--- config.mk ---
export PLATFORM = sky130hd
export DESIGN_NAME = gpio_expander_i2c_slave_port
export DESIGN_NICKNAME = d
export VERILOG_FILES = /design/src/design/gpio_i2c_pkg.sv /design/src/design/gpio_expander_i2c_slave_port.sv
export VERILOG_INCLUDE_DIRS = /design/src /design/src/design
export SDC_FILE = /design/constraint.sdc
export NUM_CORES = 1
export LEC_CHECK = 0
export BUFFER_PORTS_ARGS = -buffer_cell sky130_fd_sc_hd__buf_2
export CELL_PAD_IN_SITES_DETAIL_PLACEMENT = 1
export CELL_PAD_IN_SITES_GLOBAL_PLACEMENT = 2
export CORE_MARGIN = 2
export CORE_UTILIZATION = 33
export CTS_BUF_LIST = sky130_fd_sc_hd__clkbuf_16
export DETAILED_ROUTE_END_ITERATION = 7
export MAX_ROUTING_LAYER = met4
export PLACE_DENSITY_LB_ADDON = 0.1
export SLEW_MARGIN = 5
export SYNTH_ARGS = -nofsm -noshare
export SYNTH_HDL_FRONTEND = slang
export SYNTH_SLANG_ARGS = --single-unit
--- constraint.sdc ---
create_clock -name clock -period 1.9 [get_ports clock]
set_clock_uncertainty 0.1 [all_clocks]
set_input_delay 0.095 -clock clock [delete_from_list [all_inputs] [get_ports clock]]
set_output_delay 0.095 -clock clock [all_outputs]
set_load 0.005 [all_outputs]
--- src/design/gpio_i2c_cfg.svh ---
`ifndef GPIO_I2C_CFG_SVH
`define GPIO_I2C_CFG_SVH

// target addresses, 7 bit
`define ADDR_BASE          7'h20
`define ADDR_ALT           7'h21
`define GENERAL_CALL       7'h00
// ten-bit addressing prefix, upper five bits 11110
`define TEN_BIT_PREFIX     5'h1e
// channel counts of the variants
`define CH_SMALL           4
`define CH_MID             8
`define CH_LARGE           16
// register counts per variant
`define NREG_SMALL         12
`define NREG_MID           16
`define NREG_LARGE         31
// bus bit-rate limits, kbit/s
`define RATE_STD_KBPS      100
`define RATE_FAST_KBPS     400
`define BITS_PER_BYTE      4'h8

`endif

--- src/design/gpio_i2c_pkg.sv ---
package gpio_i2c_pkg;
    typedef enum logic [2:0] {
        ST_IDLE = 3'b000,
        ST_ADDR = 3'b001,
        ST_ACK  = 3'b010,
        ST_PTR  = 3'b011,
        ST_WDAT = 3'b100,
        ST_RDAT = 3'b101,
        ST_RACK = 3'b110,
        ST_SKIP = 3'b111
    } state_t;
endpackage

--- src/design/gpio_expander_i2c_slave_port.sv ---
`timescale 1ns/1ps
`default_nettype none
`include "gpio_i2c_cfg.svh"

// How it works
// - target only; never drives the clock line, only answers on data line.
// - small and mid variants answer 0x20 or 0x21 chosen by address pin.
// - large variant answers only 0x20, pin ignored.
// - pointer reaches 12, 16 or 31 registers; each reachable alone.
// - only 7-bit addresses; ten-bit prefix never matches.
// - general call address is never acknowledged.
// - sampling at 100 MHz keeps up with standard and fast rates.
// - direction bit 0 means write, 1 means read.
// - write: address, ack, pointer, ack, data, ack; data stored at pointer.
// - large variant increments pointer after each acknowledged data byte.
// - small and mid variants never step the pointer.
// - combined read returns the pointed byte after repeated start.
// - repeated start restarts address recognition without stop.
// - large variant reads next register while master acknowledges.
// - pointer kept across stop and foreign traffic.
module gpio_expander_i2c_slave_port #(
    parameter int CHANNELS = `CH_MID
) (
    input  wire logic       clock,
    input  wire logic       rst_b,
    input  wire logic       scl_in,
    input  wire logic       sda_in,
    output logic            sda_out,
    output logic            sda_oe,
    input  wire logic       addr_sel_pin,
    input  wire logic       reset_in_out_pin_b,
    output logic [7:0]      reg_addr,
    output logic [7:0]      reg_wdata,
    output logic            reg_we,
    output logic            reg_re,
    input  wire logic [7:0] reg_rdata
);
    localparam int  NREG     = (CHANNELS == `CH_LARGE) ? `NREG_LARGE :
                               (CHANNELS == `CH_MID) ? `NREG_MID : `NREG_SMALL;
    localparam bit  AUTO_INC = (CHANNELS == `CH_LARGE);
    localparam logic [7:0] LAST_REG = 8'(NREG - 1);

    // ----------------------------------------------------------------
    // input synchronisers
    // ----------------------------------------------------------------
    logic [1:0] scl_s_q, sda_s_q, rst_s_q, sel_s_q;
    logic       scl_q, sda_q;
    // two stages before any logic looks at the pins
    always_ff @(posedge clock or negedge rst_b) begin
        if (!rst_b) begin
            scl_s_q <= 2'h3;
            sda_s_q <= 2'h3;
            rst_s_q <= 2'h0;
            sel_s_q <= 2'h0;
            scl_q   <= 1'b1;
            sda_q   <= 1'b1;
        end else begin
            scl_s_q <= {scl_s_q[0], scl_in};
            sda_s_q <= {sda_s_q[0], sda_in};
            rst_s_q <= {rst_s_q[0], reset_in_out_pin_b};
            sel_s_q <= {sel_s_q[0], addr_sel_pin};   // strap pin may move at any time
            scl_q   <= scl_s_q[1];
            sda_q   <= sda_s_q[1];
        end
    end

    wire scl = scl_s_q[1];
    wire sda = sda_s_q[1];
    wire pin_rst = !rst_s_q[1];
    // edges and bus conditions; start covers repeated start too
    wire scl_rise = scl && !scl_q;
    wire scl_fall = !scl && scl_q;
    wire start_c  = scl && scl_q && sda_q && !sda;
    wire stop_c   = scl && scl_q && !sda_q && sda;

    // own address: pin only on small and mid variants
    wire [6:0] my_addr = (AUTO_INC || !sel_s_q[1]) ? `ADDR_BASE : `ADDR_ALT;

    // ----------------------------------------------------------------
    // protocol engine
    // ----------------------------------------------------------------
    gpio_i2c_pkg::state_t st_q, st_d;
    logic [7:0] sh_q, sh_d;
    logic [3:0] cnt_q, cnt_d;
    logic [7:0] ptr_q, ptr_d;
    logic       rd_q, rd_d;          // current phase is a read
    logic       adr_ph_q, adr_ph_d;  // ack follows address byte
    logic       ptr_ph_q, ptr_ph_d;  // next written byte is the pointer
    logic       sdo_q, sdo_d;
    logic       oe_q, oe_d;
    logic [7:0] wd_q, wd_d;
    logic       we_q, we_d, re_q, re_d;

    // pointer wraps inside the implemented register count
    function automatic logic [7:0] next_ptr(input logic [7:0] p);
        next_ptr = (p >= LAST_REG) ? 8'h00 : p + 8'h01;
    endfunction

    // next-state logic; sda only changes while scl is low to avoid fake start/stop
    always_comb begin
        st_d = st_q; sh_d = sh_q; cnt_d = cnt_q; ptr_d = ptr_q;
        rd_d = rd_q; adr_ph_d = adr_ph_q; ptr_ph_d = ptr_ph_q;
        sdo_d = sdo_q; oe_d = oe_q; wd_d = wd_q; we_d = 1'b0; re_d = 1'b0;
        if (pin_rst) begin
            st_d = gpio_i2c_pkg::ST_IDLE; oe_d = 1'b0; sdo_d = 1'b1;
            ptr_d = 8'h00;
        end else if (start_c) begin
            st_d = gpio_i2c_pkg::ST_ADDR; cnt_d = 4'h0; oe_d = 1'b0;
        end else if (stop_c) begin
            st_d = gpio_i2c_pkg::ST_IDLE; oe_d = 1'b0;   // pointer kept
        end else begin
            unique case (st_q)
                gpio_i2c_pkg::ST_IDLE, gpio_i2c_pkg::ST_SKIP: begin
                    oe_d = 1'b0;
                end
                gpio_i2c_pkg::ST_ADDR, gpio_i2c_pkg::ST_PTR, gpio_i2c_pkg::ST_WDAT: begin
                    if (scl_rise) begin
                        sh_d  = {sh_q[6:0], sda};
                        cnt_d = cnt_q + 4'h1;
                    end else if (scl_fall && cnt_q == `BITS_PER_BYTE) begin
                        cnt_d = 4'h0;
                        if (st_q == gpio_i2c_pkg::ST_ADDR) begin
                            // general call, ten-bit prefix and foreign address never match
                            if (sh_q[7:1] == my_addr && sh_q[7:1] != `GENERAL_CALL
                                && sh_q[7:3] != `TEN_BIT_PREFIX) begin
                                rd_d = sh_q[0];
                                adr_ph_d = 1'b1;
                                st_d = gpio_i2c_pkg::ST_ACK; oe_d = 1'b1; sdo_d = 1'b0;
                            end else begin
                                st_d = gpio_i2c_pkg::ST_SKIP;
                            end
                        end else begin
                            adr_ph_d = 1'b0;
                            if (st_q == gpio_i2c_pkg::ST_PTR) begin
                                ptr_d = sh_q;
                            end else begin
                                wd_d = sh_q;
                                we_d = 1'b1;
                            end
                            st_d = gpio_i2c_pkg::ST_ACK; oe_d = 1'b1; sdo_d = 1'b0;
                        end
                    end
                end
                gpio_i2c_pkg::ST_ACK: begin
                    if (scl_fall) begin
                        if (rd_q && adr_ph_q) begin
                            st_d = gpio_i2c_pkg::ST_RDAT;
                            sh_d = reg_rdata; re_d = 1'b1;
                            sdo_d = reg_rdata[7]; oe_d = !reg_rdata[7];
                            cnt_d = 4'h1;
                        end else begin
                            oe_d = 1'b0; sdo_d = 1'b1;
                            st_d = adr_ph_q ? gpio_i2c_pkg::ST_PTR : gpio_i2c_pkg::ST_WDAT;
                            if (!adr_ph_q && !ptr_ph_q && AUTO_INC)
                                ptr_d = next_ptr(ptr_q);
                            ptr_ph_d = 1'b0;
                        end
                    end
                end
                gpio_i2c_pkg::ST_RDAT: begin
                    if (scl_fall) begin
                        if (cnt_q == `BITS_PER_BYTE) begin
                            oe_d = 1'b0; sdo_d = 1'b1;
                            st_d = gpio_i2c_pkg::ST_RACK;
                        end else begin
                            sdo_d = sh_q[3'(7 - cnt_q)];
                            oe_d  = !sh_q[3'(7 - cnt_q)];          // open drain, drive low only
                            cnt_d = cnt_q + 4'h1;
                        end
                    end
                end
                gpio_i2c_pkg::ST_RACK: begin
                    if (scl_rise) begin
                        if (sda) begin
                            st_d = gpio_i2c_pkg::ST_SKIP;          // nack ends the read
                        end else if (AUTO_INC) begin
                            ptr_d = next_ptr(ptr_q);
                            adr_ph_d = 1'b1;
                            st_d = gpio_i2c_pkg::ST_ACK;           // reload on next fall
                        end else begin
                            adr_ph_d = 1'b1;
                            st_d = gpio_i2c_pkg::ST_ACK;
                        end
                    end
                end
            endcase
        end
        // pointer byte is expected first after an address ack in write direction
        if (st_d == gpio_i2c_pkg::ST_PTR) ptr_ph_d = 1'b1;
        if (st_q == gpio_i2c_pkg::ST_RACK && st_d == gpio_i2c_pkg::ST_ACK) oe_d = 1'b0;
    end

    // ack stall after master ack: ACK state with oe low just waits for the fall
    always_ff @(posedge clock or negedge rst_b) begin
        if (!rst_b) begin
            st_q <= gpio_i2c_pkg::ST_IDLE; sh_q <= 8'h00; cnt_q <= 4'h0;
            ptr_q <= 8'h00; rd_q <= 1'b0; adr_ph_q <= 1'b0; ptr_ph_q <= 1'b0;
            sdo_q <= 1'b1; oe_q <= 1'b0; wd_q <= 8'h00; we_q <= 1'b0; re_q <= 1'b0;
        end else begin
            st_q <= st_d; sh_q <= sh_d; cnt_q <= cnt_d;
            ptr_q <= ptr_d; rd_q <= rd_d; adr_ph_q <= adr_ph_d; ptr_ph_q <= ptr_ph_d;
            sdo_q <= sdo_d; oe_q <= oe_d; wd_q <= wd_d; we_q <= we_d; re_q <= re_d;
        end
    end

    // the clock line is never driven: pure target
    assign sda_out   = sdo_q;
    assign sda_oe    = oe_q;
    assign reg_addr  = ptr_q;
    assign reg_wdata = wd_q;
    assign reg_we    = we_q;
    assign reg_re    = re_q;

    // ----------------------------------------------------------------
    // assertions
    // ----------------------------------------------------------------
    property p_no_gc_ack;
        @(posedge clock) disable iff (!rst_b)
        (st_q == gpio_i2c_pkg::ST_ADDR && scl_fall && cnt_q == 4'h8 && sh_q[7:1] == 7'h00)
        |=> !oe_q;
    endproperty
    a_no_gc_ack: assert property (p_no_gc_ack) else $error("general call acked");

    property p_fixed_ptr;
        @(posedge clock) disable iff (!rst_b)
        (!AUTO_INC && st_q != gpio_i2c_pkg::ST_PTR) |=> $stable(ptr_q) || pin_rst;
    endproperty
    a_fixed_ptr: assert property (p_fixed_ptr) else $error("pointer moved");

    property p_skip_quiet;
        @(posedge clock) disable iff (!rst_b)
        (st_q == gpio_i2c_pkg::ST_SKIP) |-> !oe_q;
    endproperty
    a_skip_quiet: assert property (p_skip_quiet) else $error("drive in skip");

    property p_start_restart;
        @(posedge clock) disable iff (!rst_b)
        (start_c && !pin_rst) |=> st_q == gpio_i2c_pkg::ST_ADDR && cnt_q == 4'h0;
    endproperty
    a_start_restart: assert property (p_start_restart) else $error("start missed");

    // a store pulse only closes a data byte, and the ack is on the line with it
    property p_we_data;
        @(posedge clock) disable iff (!rst_b)
        we_q |-> $past(st_q) == gpio_i2c_pkg::ST_WDAT && st_q == gpio_i2c_pkg::ST_ACK && oe_q;
    endproperty
    a_we_data: assert property (p_we_data) else $error("store outside data byte");

    // an address that is not ours drops the port into the quiet skip state
    property p_foreign_skip;
        @(posedge clock) disable iff (!rst_b)
        (st_q == gpio_i2c_pkg::ST_ADDR && scl_fall && cnt_q == 4'h8 && sh_q[7:1] != my_addr
         && !start_c && !stop_c && !pin_rst) |=> st_q == gpio_i2c_pkg::ST_SKIP && !oe_q;
    endproperty
    a_foreign_skip: assert property (p_foreign_skip) else $error("foreign address taken");
endmodule
`default_nettype wire

==> results.ini <==
[run_status]
status = complete, but fails checks
violations = negative setup slack

[finish]
layout.nets = 315
area_growth_pct = 51.2
antenna_cells = 0
num-fill-cells = 733
mostFrequentLayoutCells = buf_4 (49), dfrtp_1 (38), buf_2 (33), a21oi_1 (12), mux2i_1 (11)
mostFrequentLayoutCell = buf_4
drive_gt1_share_pct = 51.3
final_util_pct = 51.1
fin_area_um2 = 3450

[synth]
synth_area_leader_cell = dfrtp_1
synth.avg_cell_area_um2 = 11.1
synth_edf_count = 0
ys_ff_latch = 47
syn-num-nets = 222
syn_area_um2 = 2280
synth_cells = 206
yosysWarnings = 0
synth.distinct_cells = 48
synth_top_cell_area_share_pct = 43.9
synthArstFlopShare_pct = 100
synthTopCellsByArea = dfrtp_1 (44%), dfstp_2 (8.1%), mux2i_1 (4.8%)
yosysSeqAreaShare_pct = 51.9
ys.flop_type = dfrtp_1

[critical_path]
worstSetupStartpoint = cnt_q[1]
cp.required_ns = 1.96
cp-end-kind = register
critical_path_class = reg2reg
cp.arrival_ns = 2.01
rr_worst_depth = 7
path_max_fanout = 4
start_kind = register
r2r-start = cnt_q[1]

[drt]
finalWirelength_um = 6800
avgViaCountPerCell = 5.31
drc = 0
drt-initial-drc-count = 63
ant_nets = 0
dr.pass1.iters = 4
drt-wirelength-per-cell_um = 17.9
via_count = 2016

[hold_path]
holdPathStages = 3
holdCritPathClass = in2reg
min_from = reg_rdata[1]

[sta]
fmax_mhz = 513
hold_ws_ns = 0.0117
timing.final.max_slew_violations = 0
finalCritPeriodShare_pct = 103
fin_crit_ns = 1.95
hold_violations = 0
setup_viol = 6
tightest_slew_ns = 0.495
maxSlewHeadroom_pct = 67.0
rsz0062_at_grt = true
worst_slack_ns = -0.0478

[power]
p_clk_share_pct = 46.3
p_leak_nw = 1.53
power_frac_comb_pct = 12.0
switchingPower_mw = 0.591
p_seq_share_pct = 41.7
ir_drop_mv = 0.408
p_sw_share_pct = 23.2
power_density_nw_per_um2 = 738
p_int_mw = 1.96
total_power_mw = 2.55

[place]
dp_hpwl_um = 4770
gp_congestion = 0.846
dpl-instance-area_um2 = 2920
io_buffers = 33

[floorplan]
start_util_pct = 33.8
dieWidth_um = 87.2
num_rows = 30
io_pins = 34
die_h_um = 87.2
core-area_um2 = 6760
die-area_um2 = 7600

[global_routing]
met1_usage_pct = 26.6
met3_usage_pct = 3.13
grt_pass1_wl_um = 11000
grt_pass1_vias = 2116
busiest_layer = met2
grt_usage_pct = 19.6
gr-usage-met2_pct = 31.2
grt_antenna_before_repair = 0
grt_start_max_net_pins = 29
grt_overflow = 0

[clock_tree]
cts_buffers = 5
root_buffer = clkbuf_16
cts_htree_levels = 2
cts_buffer_depth = 2
clock_latency_ns = 0.29
clk_pin_slew_worst_paths_ns = 0.07
cts_tree = built
clock-sinks = 47

[flow_run]
maxCapViolCount = 0

## sequential cells by signal (all words and copies together), names as in the netlist
| signal | flops |
|---|---|
| reg_addr | 8 |
| reg_wdata | 8 |
| sh_q | 8 |
| cnt_q | 4 |
| st_q | 3 |
| rst_s_q | 2 |
| scl_s_q | 2 |
| sda_s_q | 2 |
| sel_s_q | 2 |
| adr_ph_q | 1 |
| rd_q | 1 |
| reg_re | 1 |
| reg_we | 1 |
| scl_q | 1 |
| sda_oe | 1 |
| sda_out | 1 |
| sda_q | 1 |
## layer usage
metal,vias up,part of all wire (%)
met5,-,0
met4,0,0.96
met3,5,2.2
met2,34,49
met1,1025,48
li1,952,-
## path summary, 6_finish.rpt
path | slack, ns | end
hold reg to reg | 0.25 | rst_s_q[1]
hold / removal | 0.01 | sh_q[1]
min in group asynchronous | 0.19 | st_q[2]
setup / recovery | -0.05 | cnt_q[0]
max in group asynchronous | 0.93 | sda_out
setup reg to reg | -0.05 | cnt_q[0]
## Yosys cell counts (all sizes together) (5+ instances only)
master and number:
buf 5, inv 6, o21ai 6, nand2 9
nor3b 5, nor2 17, nand3 6, dfrtp 40
a21oi 18, mux2 9, mux2i 11, dfstp 7
a22o 8
## through the flow
step | cells | setup slack (ns) | TNS (ns)
after floorplan | 206 | -0.0796 | -0.299
final | 380 | -0.0478 | -0.157
after global routing | 380 | -0.113 | -1.16
after CTS | 377 | -0.0369 | -0.338
after global placement | 356 | -0.0374 | -0.0729
after detailed placement | 356 | -0.0686 | -0.272
## critical path, cell delays in order, from the launching register on
cell     delay (ns)
dfrtp_1        0.37
inv_2          0.06
ha_4           0.15
and3b_2        0.21
and2_4         0.16
or4_4          0.48
o211a_4        0.18
mux2i_1        0.12
## power by group through the flow
stage | Sequential (mW) | Combinational [mW] | Clock (mW)
after CTS | 1.06 | 0.292 | 1.20
after global routing | 1.07 | 0.338 | 1.24
after detailed placement | 1.08 | 0.260 | 0
final | 1.06 | 0.307 | 1.18
after floorplan | 1.08 | 0.101 | 0
after global placement | 1.08 | 0.261 | 0
## area by class of cell
cell class,instances,area (um^2),share of cell area [%]
multi-input combinational,145,1230,35.8
sequential,47,1190,34.4
timing repair buffer,94,711,20.6
clock buffer,5,125,3.63
tap,80,100,2.90
clock inverter,3,71.3,2.07
inverter,6,22.5,0.653
## kinds of logic after synthesis
group	count (synthesis)	synth area share, %
AOI/OAI and AO/OA	55	16.6
xor gates and xnor gates	2	0.768
adders and majority gates	3	1.53
buffers and inverters	14	2.58
DFF	47	51.9
muxes	22	11.2
and+or+nand+nor	63	15.4
## what timing repair did
action,in CTS,in global routing
pin swaps,5,15
endpoints found under the setup margin,21,33
setup buffers,7,4
cloned,1,0
hold buffers,5,0
resized for setup,14,30
hold endpoints to repair,17,0
No activity file was read; power rests on OpenSTA's default activity.
